### src/bms_pkg.sv
// Shared constants for the battery measurement sequencer
package bms_pkg;

  // Clock and base sample timing
  localparam int unsigned CLK_PERIOD_NS     = 40;
  localparam int unsigned SAMPLE_PERIOD_NS  = 687000;
  localparam int unsigned SAMPLE_PERIOD_CYC = SAMPLE_PERIOD_NS / CLK_PERIOD_NS;

  // Sample slots within one temperature cycle of ten base periods
  localparam logic [3:0] SLOTS_PER_TEMP = 4'ha;
  localparam logic [3:0] TEMP_SLOT      = 4'h9;
  localparam logic [3:0] OFFSET_SLOT    = 4'h4;

  // Averaging windows as log2 of the sample count
  localparam int unsigned CUR_LOG_N  = 7;
  localparam int unsigned AVG_LOG_N  = 12;
  localparam int unsigned VOLT_LOG_N = 2;
  localparam int unsigned TEMP_LOG_N = 5;

  // Offset tracker smoothing shift
  localparam int unsigned OFFSET_SHIFT = 4;

  // Word addresses of the result block
  localparam logic [15:0] ADDR_VOLT     = 16'h6003;
  localparam logic [15:0] ADDR_CUR      = 16'h6004;
  localparam logic [15:0] ADDR_TEMP     = 16'h6005;
  localparam logic [15:0] ADDR_ACC_MAIN = 16'h6006;
  localparam logic [15:0] ADDR_ACC_MID  = 16'h6007;
  localparam logic [15:0] ADDR_ACC_LOW  = 16'h6008;
  localparam logic [15:0] ADDR_AVG_CUR  = 16'h6009;
  localparam logic [15:0] ADDR_CONFIG   = 16'h600a;

  // Configuration word fields
  localparam int unsigned CFG_BLANK_BIT  = 0;
  localparam int unsigned CFG_SCD_BIT    = 3;
  localparam int unsigned CFG_DISCHARGE_OC_SC_THRESHOLD_SEL_LSB   = 4;
  localparam int unsigned CFG_CHARGE_OC_THRESHOLD_SEL_LSB   = 6;
  localparam int unsigned CFG_BIAS_LSB   = 8;
  localparam logic [15:0] CFG_WRITE_MASK = 16'hfff9;
  localparam logic [15:0] CFG_RESET      = 16'h0000;
  localparam logic [15:0] RESULT_RESET   = 16'h0000;

  // Saturation limits
  localparam logic [15:0] POS_LIMIT = 16'h7fff;
  localparam logic [15:0] NEG_LIMIT = 16'h8000;
  localparam logic [15:0] VOLT_MAX  = 16'h03ff;

  // Accumulator scaling: one current LSB is 2^8 fraction LSBs, one bias step 2^7
  localparam int unsigned ACC_W       = 48;
  localparam int unsigned CUR_SHIFT   = 8;
  localparam int unsigned BIAS_SHIFT  = 7;
  localparam logic signed [17:0] BLANK_LSB = 18'sh00020;

  // Protector threshold decodes in mV and delay in us
  localparam logic [7:0]  CHG_OC_MV [4] = '{8'h10, 8'h20, 8'h30, 8'h40};
  localparam logic [7:0]  DSG_SC_MV [4] = '{8'h64, 8'h8c, 8'hb4, 8'hdc};
  localparam logic [11:0] SC_DELAY_SHORT_US = 12'h0fa;
  localparam logic [11:0] SC_DELAY_LONG_US  = 12'h7d0;

endpackage

### src/bms_averager.sv
// Windowed sample averager with saturating 16-bit result
`timescale 1ns/1ps
module bms_averager #(
  parameter int unsigned SW    = 18,
  parameter int unsigned LOG_N = 7
) (
  input  wire logic                 clk_in,
  input  wire logic                 rst_in,
  input  wire logic                 sample_valid_in,
  input  wire logic signed [SW-1:0] sample_in,
  output logic                      result_valid_out,
  output logic [15:0]               result_out
);
  localparam int unsigned SUM_W = SW + LOG_N;
  // Compare at 17 bits at least, so the 16-bit limits keep their sign in narrow sums
  localparam int unsigned CMP_W = (SUM_W > 17) ? SUM_W : 17;

  logic signed [SUM_W-1:0] sum_r;
  logic        [LOG_N-1:0] cnt_r;
  logic signed [SUM_W-1:0] sum_nxt;
  logic signed [SUM_W-1:0] mean;
  logic signed [CMP_W-1:0] mean_wide;
  logic                    last;
  logic                    over_pos;
  logic                    over_neg;
  logic [15:0]             sat;

  assign sum_nxt  = sum_r + SUM_W'(sample_in);
  assign last     = &cnt_r;
  assign mean      = sum_nxt >>> LOG_N;
  assign mean_wide = CMP_W'(mean);
  assign over_pos  = mean_wide > CMP_W'(signed'(bms_pkg::POS_LIMIT));
  assign over_neg  = mean_wide < CMP_W'(signed'(bms_pkg::NEG_LIMIT));
  // Clamp rather than wrap
  assign sat = over_pos ? bms_pkg::POS_LIMIT :
               over_neg ? bms_pkg::NEG_LIMIT : mean_wide[15:0];

  always_ff @(posedge clk_in) begin
    if (rst_in) begin
      sum_r            <= '0;
      cnt_r            <= '0;
      result_valid_out <= 1'b0;
      result_out       <= bms_pkg::RESULT_RESET;
    end else begin
      result_valid_out <= sample_valid_in && last;
      if (sample_valid_in) begin
        cnt_r <= cnt_r + 1'b1;
        sum_r <= last ? '0 : sum_nxt;
        if (last) begin
          result_out <= sat;
        end
      end
    end
  end
endmodule // bms_averager

### src/bms_sequencer.sv
// Measurement sequencer: sampling, averaging, coulomb accumulation, result words
`timescale 1ns/1ps
// Contract
// - One current sample every 687 us, fed to all three current paths.
// - Current word refreshed every 88 ms with mean of 128 samples.
// - Average-current word refreshed every 2.8 s with mean of 4096 samples.
// - Current results are signed; positive means charging.
// - Current results clamp at 7fff and 8000, never wrap.
// - Offset cancellation on the current path runs always, no enable.
// - Voltage word updated every 3.4 ms, two's complement, 4.88 mV LSB.
// - Overrange voltage reads as 03ff, the top 10-bit code.
// - Temperature sampled every ten base periods and averaged.
// - Temperature word updated every 220 ms, 0.125 degree LSB.
// - Samples summed into a 16-bit signed accumulator that clamps.
// - Thirty-two fraction bits readable at 6007 and 6008.
// - Writing the main accumulator word clears all fraction bits.
// - With blanking on, small positive samples below 62.5 uV are skipped.
// - Signed bias field added to the accumulator every current sample.
// - Config bits 7:6 pick charge overcurrent threshold 16 to 64 mV.
// - Config bits 5:4 pick discharge overcurrent and short-circuit thresholds.
// - Config bit 3 picks short-circuit delay 250 us or 2 ms.
// - Results live in consecutive words starting at 6003.
module bms_sequencer #(
  parameter int unsigned SAMPLE_PERIOD_CYC = bms_pkg::SAMPLE_PERIOD_CYC
) (
  // Clock and reset
  input  wire logic               MCLK_IN,
  input  wire logic               RST_IN,
  // Converter front end readings
  input  wire logic signed [16:0] CURRENT_SAMPLE_IN,
  input  wire logic signed [16:0] OFFSET_SAMPLE_IN,
  input  wire logic        [11:0] VOLTAGE_SAMPLE_IN,
  input  wire logic signed [15:0] TEMP_SAMPLE_IN,
  // Sampling strobes to the front end
  output logic                    SAMPLE_TICK_OUT,
  output logic                    TEMP_SLOT_OUT,
  // Data memory word port
  input  wire logic        [15:0] MEM_ADDR_IN,
  input  wire logic               MEM_WR_IN,
  input  wire logic        [15:0] MEM_WDATA_IN,
  output logic             [15:0] MEM_RDATA_OUT,
  output logic                    MEM_HIT_OUT,
  // Protector settings
  output logic             [1:0]  CHG_OC_SEL_OUT,
  output logic             [1:0]  DSG_OC_SC_SEL_OUT,
  output logic                    SHORT_DELAY_SEL_OUT,
  output logic             [7:0]  CHG_OC_MV_OUT,
  output logic             [7:0]  DSG_OC_MV_OUT,
  output logic             [7:0]  SC_MV_OUT,
  output logic             [11:0] SC_DELAY_US_OUT
);
  localparam int unsigned AW = bms_pkg::ACC_W;
  // Clamp bounds held two bits wider so the signed compare cannot wrap
  localparam logic signed [AW+1:0] ACC_MAX = {3'b000, {(AW-1){1'b1}}};
  localparam logic signed [AW+1:0] ACC_MIN = {3'b111, {(AW-1){1'b0}}};

  // Input synchronisers: front end is outside this clock domain
  logic signed [16:0] cur_s1_r;
  logic signed [16:0] cur_s2_r;
  logic signed [16:0] off_s1_r;
  logic signed [16:0] off_s2_r;
  logic        [11:0] volt_s1_r;
  logic        [11:0] volt_s2_r;
  logic signed [15:0] temp_s1_r;
  logic signed [15:0] temp_s2_r;

  always_ff @(posedge MCLK_IN) begin
    cur_s1_r  <= CURRENT_SAMPLE_IN;
    cur_s2_r  <= cur_s1_r;
    off_s1_r  <= OFFSET_SAMPLE_IN;
    off_s2_r  <= off_s1_r;
    volt_s1_r <= VOLTAGE_SAMPLE_IN;
    volt_s2_r <= volt_s1_r;
    temp_s1_r <= TEMP_SAMPLE_IN;
    temp_s2_r <= temp_s1_r;
  end

  // Base sample period divider
  logic [31:0] div_r;
  logic [3:0]  slot_r;
  logic        tick;
  logic        temp_tick;
  logic        volt_tick;
  logic        off_tick;

  assign tick      = div_r == 32'(SAMPLE_PERIOD_CYC - 1);
  assign temp_tick = tick && (slot_r == bms_pkg::TEMP_SLOT);
  assign off_tick  = tick && (slot_r == bms_pkg::OFFSET_SLOT);
  // Four voltage samples per five periods, so a post every 3.4 ms
  assign volt_tick = tick && (slot_r != bms_pkg::TEMP_SLOT) &&
                     (slot_r != bms_pkg::OFFSET_SLOT);

  always_ff @(posedge MCLK_IN) begin
    if (RST_IN) begin
      div_r           <= '0;
      slot_r          <= '0;
      SAMPLE_TICK_OUT <= 1'b0;
      TEMP_SLOT_OUT   <= 1'b0;
    end else begin
      div_r           <= tick ? '0 : div_r + 32'h1;
      SAMPLE_TICK_OUT <= tick;
      TEMP_SLOT_OUT   <= temp_tick;
      if (tick) begin
        slot_r <= (slot_r == bms_pkg::SLOTS_PER_TEMP - 4'h1) ? 4'h0 : slot_r + 4'h1;
      end
    end
  end

  // Offset tracker: smoothed zero-input reading, subtracted from every current sample
  logic signed [16:0] offset_r;
  logic signed [17:0] off_diff;
  logic signed [17:0] offset_nxt;
  logic signed [17:0] cur_corr;

  assign off_diff   = 18'(off_s2_r) - 18'(offset_r);
  assign offset_nxt = 18'(offset_r) + (off_diff >>> bms_pkg::OFFSET_SHIFT);
  assign cur_corr   = 18'(cur_s2_r) - 18'(offset_r);

  always_ff @(posedge MCLK_IN) begin
    if (RST_IN) begin
      offset_r <= '0;
    end else if (off_tick) begin
      offset_r <= offset_nxt[16:0];
    end
  end

  // Averagers; signed sample keeps charge positive
  logic        cur_valid;
  logic [15:0] cur_mean;
  logic        avg_valid;
  logic [15:0] avg_mean;
  logic        volt_valid;
  logic [15:0] volt_mean;
  logic        temp_valid;
  logic [15:0] temp_mean;

  bms_averager #(.SW(18), .LOG_N(bms_pkg::CUR_LOG_N)) u_cur_avg (
    .clk_in           (MCLK_IN),
    .rst_in           (RST_IN),
    .sample_valid_in  (tick),
    .sample_in        (cur_corr),
    .result_valid_out (cur_valid),
    .result_out       (cur_mean)
  );

  bms_averager #(.SW(18), .LOG_N(bms_pkg::AVG_LOG_N)) u_long_avg (
    .clk_in           (MCLK_IN),
    .rst_in           (RST_IN),
    .sample_valid_in  (tick),
    .sample_in        (cur_corr),
    .result_valid_out (avg_valid),
    .result_out       (avg_mean)
  );

  bms_averager #(.SW(13), .LOG_N(bms_pkg::VOLT_LOG_N)) u_volt_avg (
    .clk_in           (MCLK_IN),
    .rst_in           (RST_IN),
    .sample_valid_in  (volt_tick),
    .sample_in        ({1'b0, volt_s2_r}),
    .result_valid_out (volt_valid),
    .result_out       (volt_mean)
  );

  // 32 temperature samples, 220 ms per post
  bms_averager #(.SW(16), .LOG_N(bms_pkg::TEMP_LOG_N)) u_temp_avg (
    .clk_in           (MCLK_IN),
    .rst_in           (RST_IN),
    .sample_valid_in  (temp_tick),
    .sample_in        (temp_s2_r),
    .result_valid_out (temp_valid),
    .result_out       (temp_mean)
  );

  // Result words
  logic [15:0] volt_r;
  logic [15:0] cur_r;
  logic [15:0] temp_r;
  logic [15:0] avg_r;
  logic [15:0] volt_clamped;

  // Overrange voltage pinned at the top code
  assign volt_clamped = ($signed(volt_mean) > $signed(bms_pkg::VOLT_MAX)) ?
                        bms_pkg::VOLT_MAX : volt_mean;

  always_ff @(posedge MCLK_IN) begin
    if (RST_IN) begin
      volt_r <= bms_pkg::RESULT_RESET;
      cur_r  <= bms_pkg::RESULT_RESET;
      temp_r <= bms_pkg::RESULT_RESET;
      avg_r  <= bms_pkg::RESULT_RESET;
    end else begin
      if (volt_valid) begin
        volt_r <= volt_clamped;
      end
      if (cur_valid) begin
        cur_r <= cur_mean;
      end
      if (temp_valid) begin
        temp_r <= temp_mean;
      end
      if (avg_valid) begin
        avg_r <= avg_mean;
      end
    end
  end

  // Configuration word
  logic [15:0] cfg_r;
  logic        cfg_wr;
  logic        acc_wr;

  assign cfg_wr = MEM_WR_IN && (MEM_ADDR_IN == bms_pkg::ADDR_CONFIG);
  assign acc_wr = MEM_WR_IN && (MEM_ADDR_IN == bms_pkg::ADDR_ACC_MAIN);

  always_ff @(posedge MCLK_IN) begin
    if (RST_IN) begin
      cfg_r <= bms_pkg::CFG_RESET;
    end else if (cfg_wr) begin
      cfg_r <= MEM_WDATA_IN & bms_pkg::CFG_WRITE_MASK;
    end
  end

  // Coulomb accumulator: 16 main bits over 32 fraction bits
  logic signed [AW-1:0] acc_r;
  logic signed [AW+1:0] acc_sum;
  logic signed [AW+1:0] cur_term;
  logic signed [AW+1:0] bias_term;
  logic signed [AW-1:0] acc_nxt;
  logic signed [7:0]    bias;
  logic                 blank;

  assign bias = cfg_r[bms_pkg::CFG_BIAS_LSB +: 8];
  // Small positive samples skipped when blanking is on
  assign blank = cfg_r[bms_pkg::CFG_BLANK_BIT] && (cur_corr > 18'sh0) &&
                 (cur_corr < bms_pkg::BLANK_LSB);
  assign cur_term  = blank ? '0 : ((AW+2)'(cur_corr) <<< bms_pkg::CUR_SHIFT);
  assign bias_term = (AW+2)'(bias) <<< bms_pkg::BIAS_SHIFT;
  // Sum then clamp at both ends
  assign acc_sum   = (AW+2)'(acc_r) + cur_term + bias_term;
  assign acc_nxt   = (acc_sum > ACC_MAX) ? ACC_MAX[AW-1:0] :
                     (acc_sum < ACC_MIN) ? ACC_MIN[AW-1:0] : acc_sum[AW-1:0];

  always_ff @(posedge MCLK_IN) begin
    if (RST_IN) begin
      acc_r <= '0;
    end else if (acc_wr) begin
      // Main word write clears the fraction
      acc_r <= {MEM_WDATA_IN, 32'h0000_0000};
    end else if (tick) begin
      acc_r <= acc_nxt;
    end
  end

  // Read decode of the result block
  logic [15:0] rd_mux;
  logic        hit;

  // Fraction words follow the main word
  assign rd_mux = (MEM_ADDR_IN == bms_pkg::ADDR_VOLT)     ? volt_r :
                  (MEM_ADDR_IN == bms_pkg::ADDR_CUR)      ? cur_r :
                  (MEM_ADDR_IN == bms_pkg::ADDR_TEMP)     ? temp_r :
                  (MEM_ADDR_IN == bms_pkg::ADDR_ACC_MAIN) ? acc_r[47:32] :
                  (MEM_ADDR_IN == bms_pkg::ADDR_ACC_MID)  ? acc_r[31:16] :
                  (MEM_ADDR_IN == bms_pkg::ADDR_ACC_LOW)  ? acc_r[15:0] :
                  (MEM_ADDR_IN == bms_pkg::ADDR_AVG_CUR)  ? avg_r :
                  (MEM_ADDR_IN == bms_pkg::ADDR_CONFIG)   ? cfg_r : 16'h0000;
  assign hit = (MEM_ADDR_IN >= bms_pkg::ADDR_VOLT) && (MEM_ADDR_IN <= bms_pkg::ADDR_CONFIG);

  // Registered read: value is sampled whole in one edge
  always_ff @(posedge MCLK_IN) begin
    if (RST_IN) begin
      MEM_RDATA_OUT <= 16'h0000;
      MEM_HIT_OUT   <= 1'b0;
    end else begin
      MEM_RDATA_OUT <= rd_mux;
      MEM_HIT_OUT   <= hit;
    end
  end

  // Protector settings, registered
  logic [1:0] charge_oc_threshold_sel;
  logic [1:0] discharge_oc_sc_threshold_sel;
  logic       short_delay_sel;

  assign charge_oc_threshold_sel = cfg_r[bms_pkg::CFG_CHARGE_OC_THRESHOLD_SEL_LSB +: 2];
  assign discharge_oc_sc_threshold_sel = cfg_r[bms_pkg::CFG_DISCHARGE_OC_SC_THRESHOLD_SEL_LSB +: 2];
  assign short_delay_sel = cfg_r[bms_pkg::CFG_SCD_BIT];

  always_ff @(posedge MCLK_IN) begin
    if (RST_IN) begin
      CHG_OC_SEL_OUT      <= 2'h0;
      DSG_OC_SC_SEL_OUT   <= 2'h0;
      SHORT_DELAY_SEL_OUT <= 1'b0;
      CHG_OC_MV_OUT       <= 8'h00;
      DSG_OC_MV_OUT       <= 8'h00;
      SC_MV_OUT           <= 8'h00;
      SC_DELAY_US_OUT     <= 12'h000;
    end else begin
      CHG_OC_SEL_OUT      <= charge_oc_threshold_sel;
      DSG_OC_SC_SEL_OUT   <= discharge_oc_sc_threshold_sel;
      SHORT_DELAY_SEL_OUT <= short_delay_sel;
      CHG_OC_MV_OUT       <= bms_pkg::CHG_OC_MV[charge_oc_threshold_sel];
      DSG_OC_MV_OUT       <= bms_pkg::CHG_OC_MV[discharge_oc_sc_threshold_sel];
      SC_MV_OUT           <= bms_pkg::DSG_SC_MV[discharge_oc_sc_threshold_sel];
      SC_DELAY_US_OUT     <= short_delay_sel ? bms_pkg::SC_DELAY_LONG_US : bms_pkg::SC_DELAY_SHORT_US;
    end
  end
endmodule // bms_sequencer

### config.mk
export PLATFORM = sky130hd
export DESIGN_NAME = bms_sequencer
export DESIGN_NICKNAME = d
export VERILOG_FILES = /design/src/bms_pkg.sv /design/src/bms_averager.sv /design/src/bms_sequencer.sv
export SDC_FILE = /design/constraint.sdc
export NUM_CORES = 1
export LEC_CHECK = 0
export ABC_AREA = 0
export BUFFER_PORTS_ARGS = -buffer_cell sky130_fd_sc_hd__buf_2
export CAP_MARGIN = 20
export CORE_UTILIZATION = 50
export CTS_BUF_LIST = sky130_fd_sc_hd__clkbuf_4 sky130_fd_sc_hd__clkbuf_8 sky130_fd_sc_hd__clkbuf_16
export CTS_CLUSTER_SIZE = 20
export DETAILED_ROUTE_END_ITERATION = 8
export PLACE_DENSITY = 0.67
export SYNTH_ARGS = -nofsm -noshare
export SYNTH_HDL_FRONTEND = slang
export SYNTH_HIERARCHICAL = 1
export SYNTH_SLANG_ARGS = --single-unit
### constraint.sdc
create_clock -name MCLK_IN -period 18.8 [get_ports MCLK_IN]
set_clock_uncertainty 0.1 [all_clocks]
set_input_delay 0.94 -clock MCLK_IN [delete_from_list [all_inputs] [get_ports MCLK_IN]]
set_output_delay 0.94 -clock MCLK_IN [all_outputs]
set_load 0.005 [all_outputs]
### After elaboration in Yosys (flattened, before gate mapping)

Cells that the tools add are included.

| cells by class | value |
|---|---|
| add/sub/neg operators | 15 |
| bitwise operators | 2 |
| magnitude comparators | 17 |
| equality and inequality tests | 13 |
| reductions and logical operators | 24 |
| muxes and demuxes | 37 |

Operator list:

| kind | count |
|---|---|
| $mux W16 | 17 |
| $mux W48 | 4 |
| $eq A16 B15 Y1 const B | 8 |
| $add A48 B50 Y50 | 1 |
| $add A50 B15 Y50 | 1 |
| $gt A50 B48 Y1 const B | 1 |
| $lt A50 B48 Y1 const B | 1 |
| $mux W50 | 1 |
| $bmux W8 S2 | 3 |
| $mux W8 | 6 |
| $gt A18 B16 Y1 const B | 2 |
| $lt A18 B16 Y1 const B | 2 |
| $sub A17 B17 Y18 | 2 |
| $add A32 B1 Y32 const B | 1 |
| $eq A32 B15 Y1 const B | 1 |
| $add A30 B18 Y30 | 1 |
| $mux W30 | 1 |
| $add A25 B18 Y25 | 1 |
| $mux W25 | 1 |
| $add A21 B16 Y21 | 1 |
| $mux W21 | 1 |
| $gt A18 B1 Y1 const B | 1 |
| $lt A18 B7 Y1 const B | 1 |
| $add A17 B14 Y17 | 1 |
| 33 further kinds | 48 |

| word-level totals | value |
|---|---|
| flip-flop bits (word level) | 548 |
| output and inout port bits | 60 |
| word-level logic and storage cells | 153 |

### Longest topological paths before layout

| depth | value |
|---|---|
| depth in word-level cells | 12 |
| mapped depth | 28 |
| depth with buffers taken out | 27 |

### Modules after synthesis

The synthesis kept the hierarchy.

By module, submodules not included:

| module | times used | cells each | area each (um^2) |
|---|---|---|---|
| bms_sequencer | 1 | 1852 | 16669.7 |
| bms_averager (u_long_avg) | 1 | 495 | 4046.4 |
| bms_averager (u_cur_avg) | 1 | 416 | 3388.2 |
| bms_averager (u_temp_avg) | 1 | 318 | 2697.6 |
| bms_averager (u_volt_avg) | 1 | 219 | 1908.1 |

### Worst setup path before layout

No wires, ideal clock.

| timing | value |
|---|---|
| kind | register -> register |
| start point | register offset_r[1] |
| end point | register acc_r[17] |
| slack | 11.397 ns |
| arrival time | 7.182 ns |
| stages on the path, launching flop included | 28 |
| period minus slack after synthesis | 7.403 ns |
| path through | dfxtp_1 -> inv_1 -> ha_1 -> nor2b_1 -> o21ai_1 -> a21boi_1 -> o211ai_1 -> a21oi_1 -> nor3_1 -> o21bai_1 -> o21ai_0 -> nor3_1 -> a21o_1 -> fa_1 -> inv_1 -> ha_1 -> fa_1 -> a211oi_1 -> o211ai_1 -> a21oi_1 -> o31a_1 -> o21ai_1 -> a21oi_1 -> xor2_1 -> a21oi_2 -> nor2_2 -> buf_2 -> a21oi_1 |

| on the way | value |
|---|---|
| longest elaborated chain between the ends | 10 |
| elaborated cells on any way between the ends | 12 |
| classes of those cells | 3 x add/sub; 4 x order compare; 3 x mux; 2 x reduce/logical |

RTL lines:

| item | line | text |
|---|---|---|
| start: declaration | bms_sequencer.sv:110 | `logic signed [16:0] offset_r;` |
| start signal: assignment | bms_sequencer.sv:123 | `offset_r <= offset_nxt[16:0];` |
| $sub A17 B17 Y18 (*) | bms_sequencer.sv:117 | `assign cur_corr = 18'(cur_s2_r) - 18'(offset_r);` |
| net cur_corr[17] | bms_sequencer.sv:113 | `logic signed [17:0] cur_corr;` |
| $gt A18 B1 Y1 | bms_sequencer.sv:234 | `assign blank = cfg_r[bms_pkg::CFG_BLANK_BIT] && (cur_corr > 18'sh0) &&` |
| $logic_and A1 B1 Y1 (2 in a row) | bms_sequencer.sv:234 |  |
| $mux W50 (*) | bms_sequencer.sv:236 | `assign cur_term = blank ? '0 : ((AW+2)'(cur_corr) <<< bms_pkg::CUR_SHIFT);` |
| $add A48 B50 Y50 (*) | bms_sequencer.sv:239 | `assign acc_sum = (AW+2)'(acc_r) + cur_term + bias_term;` |
| $add A50 B15 Y50 (*) | bms_sequencer.sv:239 |  |
| $lt A50 B48 Y1 | bms_sequencer.sv:241 | `(acc_sum < ACC_MIN) ? ACC_MIN[AW-1:0] : acc_sum[AW-1:0];` |
| $mux W48 | bms_sequencer.sv:241 |  |
| $mux W48 (*) | bms_sequencer.sv:240 | `assign acc_nxt = (acc_sum > ACC_MAX) ? ACC_MAX[AW-1:0] :` |
| end signal: assignment | bms_sequencer.sv:248 | `acc_r <= {MEM_WDATA_IN, 32'h0000_0000};` |
| end signal: assignment | bms_sequencer.sv:250 | `acc_r <= acc_nxt;` |
| end: declaration | bms_sequencer.sv:224 | `logic signed [AW-1:0] acc_r;` |

The timed path passes the listed nets; every way through them passes the cells marked *.
A chain may end at the register's enable or synchronous reset.

### Worst setup path in the final report

| timing | value |
|---|---|
| start point | register offset_r[0] |
| end point | register acc_r[13] |

Same word-level chain as after synthesis.

==> results.py <==
metrics = {
    "final_layout": {
        "stdcell_area_mm2": 0.0317,
        "flow.area_growth_from_synthesis_pct": 10.4,
        "share_of_layout_cells_above_drive_strength_1_pct": 10.8,
        "stdcell_count": 4143,
        "num-nets-final": 3678,
        "fillers": 5076,
        "num_antenna_cells": 0,
    },
    "synth": {
        "synth_area_leader_cell": "dfxtp_1",
        "postSynthAreaPerCell_um2": 8.70,
        "synth_most_common_cell": "dfxtp_1",
        "synth_top_flop_cell": "dfxtp_1",
        "yosys.area.top_type_share_pct": 36.2,
        "synthesis.instances": 3300,
        "yosysUniqueCellTypes": 111,
        "most_instantiated_cells_after_synthesis": "dfxtp_1, nor2_1, nand2_1, a21oi_1, ha_1",
        "synthesis.yosys.warnings": 6,
        "flip_flop_and_latch_count_after_synthesis": 519,
        "post_synth_instance_area_mm2": 0.0287,
        "synth_enable_flop_cells": 0,
        "synth_area_leaders": "dfxtp_1, ha_1, a21oi_1",
        "share_of_flip_flops_with_an_asynchronous_set_or_reset_after_synthesis_pct": 0,
        "yosysSeqAreaShare_pct": 36.2,
    },
    "sta": {
        "timing_worst_slew_pin_value_ns": 1.15,
        "timing.final.setup_violations": 0,
        "fmax_mhz": 127,
        "period_minus_slack_ns": 7.87,
        "rsz0062_at_grt": "no",
        "totalNegativeSetupSlack_ns": 0,
        "maxSlewHeadroom_pct": 23.3,
        "fin_hold_ws_ns": 0.224,
        "hold_viol_final": 0,
        "fin_crit_sh_pct": 41.8,
        "pins_over_their_slew_limit": 0,
    },
    "clocking": {
        "ctsHoldBuffers": 0,
        "clockRootBuffer": "clkbuf_16",
        "clock_tree_from_tritoncts": "built",
        "h-tree-depth": 2,
        "cts-resized-gates": 0,
        "cts-buffers-inserted": 55,
        "cts.sinks": 519,
        "worst_skew_pair.late_latency_ns": 0.62,
        "max-clock-path-buffers": 3,
        "buffer_count_from_post_cts_setup_fixing": 0,
        "clock_transition_at_path_regs_ns": 0.06,
    },
    "floorplanning": {
        "floorplan.die.height_um": 242,
        "floorplan.initialDensity_pct": 50.7,
        "ioPinCount": 157,
        "design.die.area_mm2": 0.0584,
        "area_of_the_core_mm2": 0.0566,
        "floorplan.rows": 87,
        "die_w_um": 242,
    },
    "detailed_routing": {
        "detailed_routing_iterations_pass_1": 7,
        "drt_drc_violations_left": 0,
        "vias": 24200,
        "drt_first_iter_violations": 1828,
        "detail-route-antenna-nets": 0,
        "final_routed_wirelength_across_all_metal_layers_um": 78400,
        "post_drt_via_cell_ratio": 5.83,
        "detail_route.wl_per_cell_um": 18.9,
    },
    "global_routing": {
        "wire_length_of_the_first_global_routing_pass_um": 125000,
        "globalRouteOverflowTotal": 0,
        "grt_start_max_net_pins": 204,
        "first_global_vias": 23400,
        "total_global_route_track_usage_pct": 26.3,
        "antenna_found_initial": 0,
    },
    "setup_path": {
        "worst-endpoint-arrival_ns": 8.31,
        "start_kind": "register",
        "path_max_fanout": 18,
        "critical_path_required_ns": 19.24,
        "path_class": "reg2reg",
        "end_kind": "register",
    },
    "power_and_ir_drop": {
        "design_power_total_mw": 2.52,
        "power_density_mw_per_mm2": 79.6,
        "leakage_nw": 13.1,
        "ir_worst_vdd_mv": 0.0980,
    },
    "placed_design": {
        "gp_congestion": 0.987,
        "place_inst": 4039,
        "placed_cell_area_mm2": 0.0297,
        "dp_hpwl_um": 58200,
        "number_of_input_and_output_port_buffers_inserted": 141,
    },
    "worst_hold_path": {
        "hold_class": "reg2reg",
    },
    "outcome": {
        "outcome": "complete, no violations",
    },
    "flow_run": {
        "max_cap_violations": 0,
    },
}
-- area by class of cell --
class | instances | area, um^2 | area share (%)
Inverter | 91 | 355 | 1.12
Multi-Input combinational cell | 2514 | 17100 | 54.0
Sequential cell | 519 | 10400 | 32.8
Timing Repair Buffer | 161 | 886 | 2.80
Tap cell | 756 | 946 | 2.99
Clock buffer | 72 | 1590 | 5.02
Clock inverter | 30 | 407 | 1.28
-- worst max-delay path, cell delays in order (launching register included) --
cell and delay, ns:
dfxtp_1 0.39, ha_1 0.22, fa_1 0.27, nor2b_4 0.05, o21ai_2 0.15, a21boi_2 0.11
o2111a_2 0.29, o21ai_0 0.22, a31oi_1 0.14, or2_2 0.32, o311ai_0 0.86, nor3_1 0.23
a21o_1 0.26, fa_1 0.47, inv_1 0.04, ha_1 0.22, fa_1 0.43, a211oi_1 0.33
o211ai_1 0.18, a21oi_1 0.28, o31a_1 0.22, o21ai_1 0.22, a21oi_1 0.21, xor2_1 0.13
a21oi_2 0.80, nor2_2 0.38, a21oi_1 0.24
-- layer usage --
metal / routed length (um) / track usage, % / up-vias
li1: - / - / 11800
met5: 0 / 0 / -
met2: 36200 / 43.4 / 768
met3: 4820 / 3.52 / 139
met1: 34500 / 34.7 / 11500
met4: 2850 / 10.6 / 0
-- registers in the layout, indices dropped and copies added, names as in the netlist, 13 cells and up --
signal / flops
u_volt_avg/result_out: 13
cur_s2_r: 17
temp_r: 16
off_s1_r: 17
u_long_avg/sum_r: 30
off_s2_r: 17
div_r: 32
u_cur_avg/result_out: 16
u_temp_avg/sum_r: 21
cfg_r: 14
temp_s2_r: 16
cur_r: 16
cur_s1_r: 17
offset_r: 17
u_volt_avg/sum_r: 15
MEM_RDATA_OUT: 16
avg_r: 16
u_temp_avg/result_out: 16
u_long_avg/result_out: 16
temp_s1_r: 16
acc_r: 48
volt_r: 16
u_cur_avg/sum_r: 25
-- final timing paths --
kind / endpoint / slack [ns] / start / cells after the start
setup / recovery: acc_r[13] / 10.93 / offset_r[0] / 26
hold / removal: temp_s2_r[0] / 0.22 / temp_s1_r[0] / 0
setup reg to reg: acc_r[13] / 10.93 / offset_r[0] / 26
hold reg to reg: temp_s2_r[0] / 0.22 / temp_s1_r[0] / 0
-- logic make-up after synthesis --
logic type	synth area share [%]
adders and majority gates	11.6
and+or+nand+nor	18.0
AOI/OAI and AO/OA	21.2
DFF	36.2
muxes	2.52
other	0.0131
buffers and inverters	4.56
xor gates and xnor gates	5.85
-- power breakdown --
group / switching [mW] / total [mW] / internal, mW
logic: 0.147 / 0.226 / 0.0794
registers: 0.00623 / 1.12 / 1.12
clock network: 0.467 / 1.18 / 0.709
total: 0.620 / 2.52 / 1.90
-- cell usage in the layout, fill, tap and decap left out, types with 27 or more instances in the layout --
cell type	Yosys	layout
a211oi_1	58	58
a211oi_2	27	27
a21o_1	74	74
a21oi_1	276	276
a22oi_1	44	44
and3_1	34	34
buf_2	19	140
clkbuf_16	0	56
dfxtp_1	519	518
fa_1	47	47
ha_1	192	192
inv_1	90	89
mux2i_1	70	70
nand2_1	318	318
nand2b_1	32	32
nand3_1	74	74
nand4_1	37	37
nor2_1	360	360
nor2b_1	61	61
nor3_1	49	47
o21ai_0	145	143
xnor2_1	98	98
xor2_1	92	92
-- stage by stage --
stage / worst slack [ns] / util (%)
after floorplan: 11.40 / -
after global placement: 11.35 / 52.4
after detailed placement: 11.10 / 52.4
after CTS: 11.01 / 55.9
after global routing: 10.48 / 56.0
final: 10.93 / 56.0
Power figures use the tool's default switching activity.
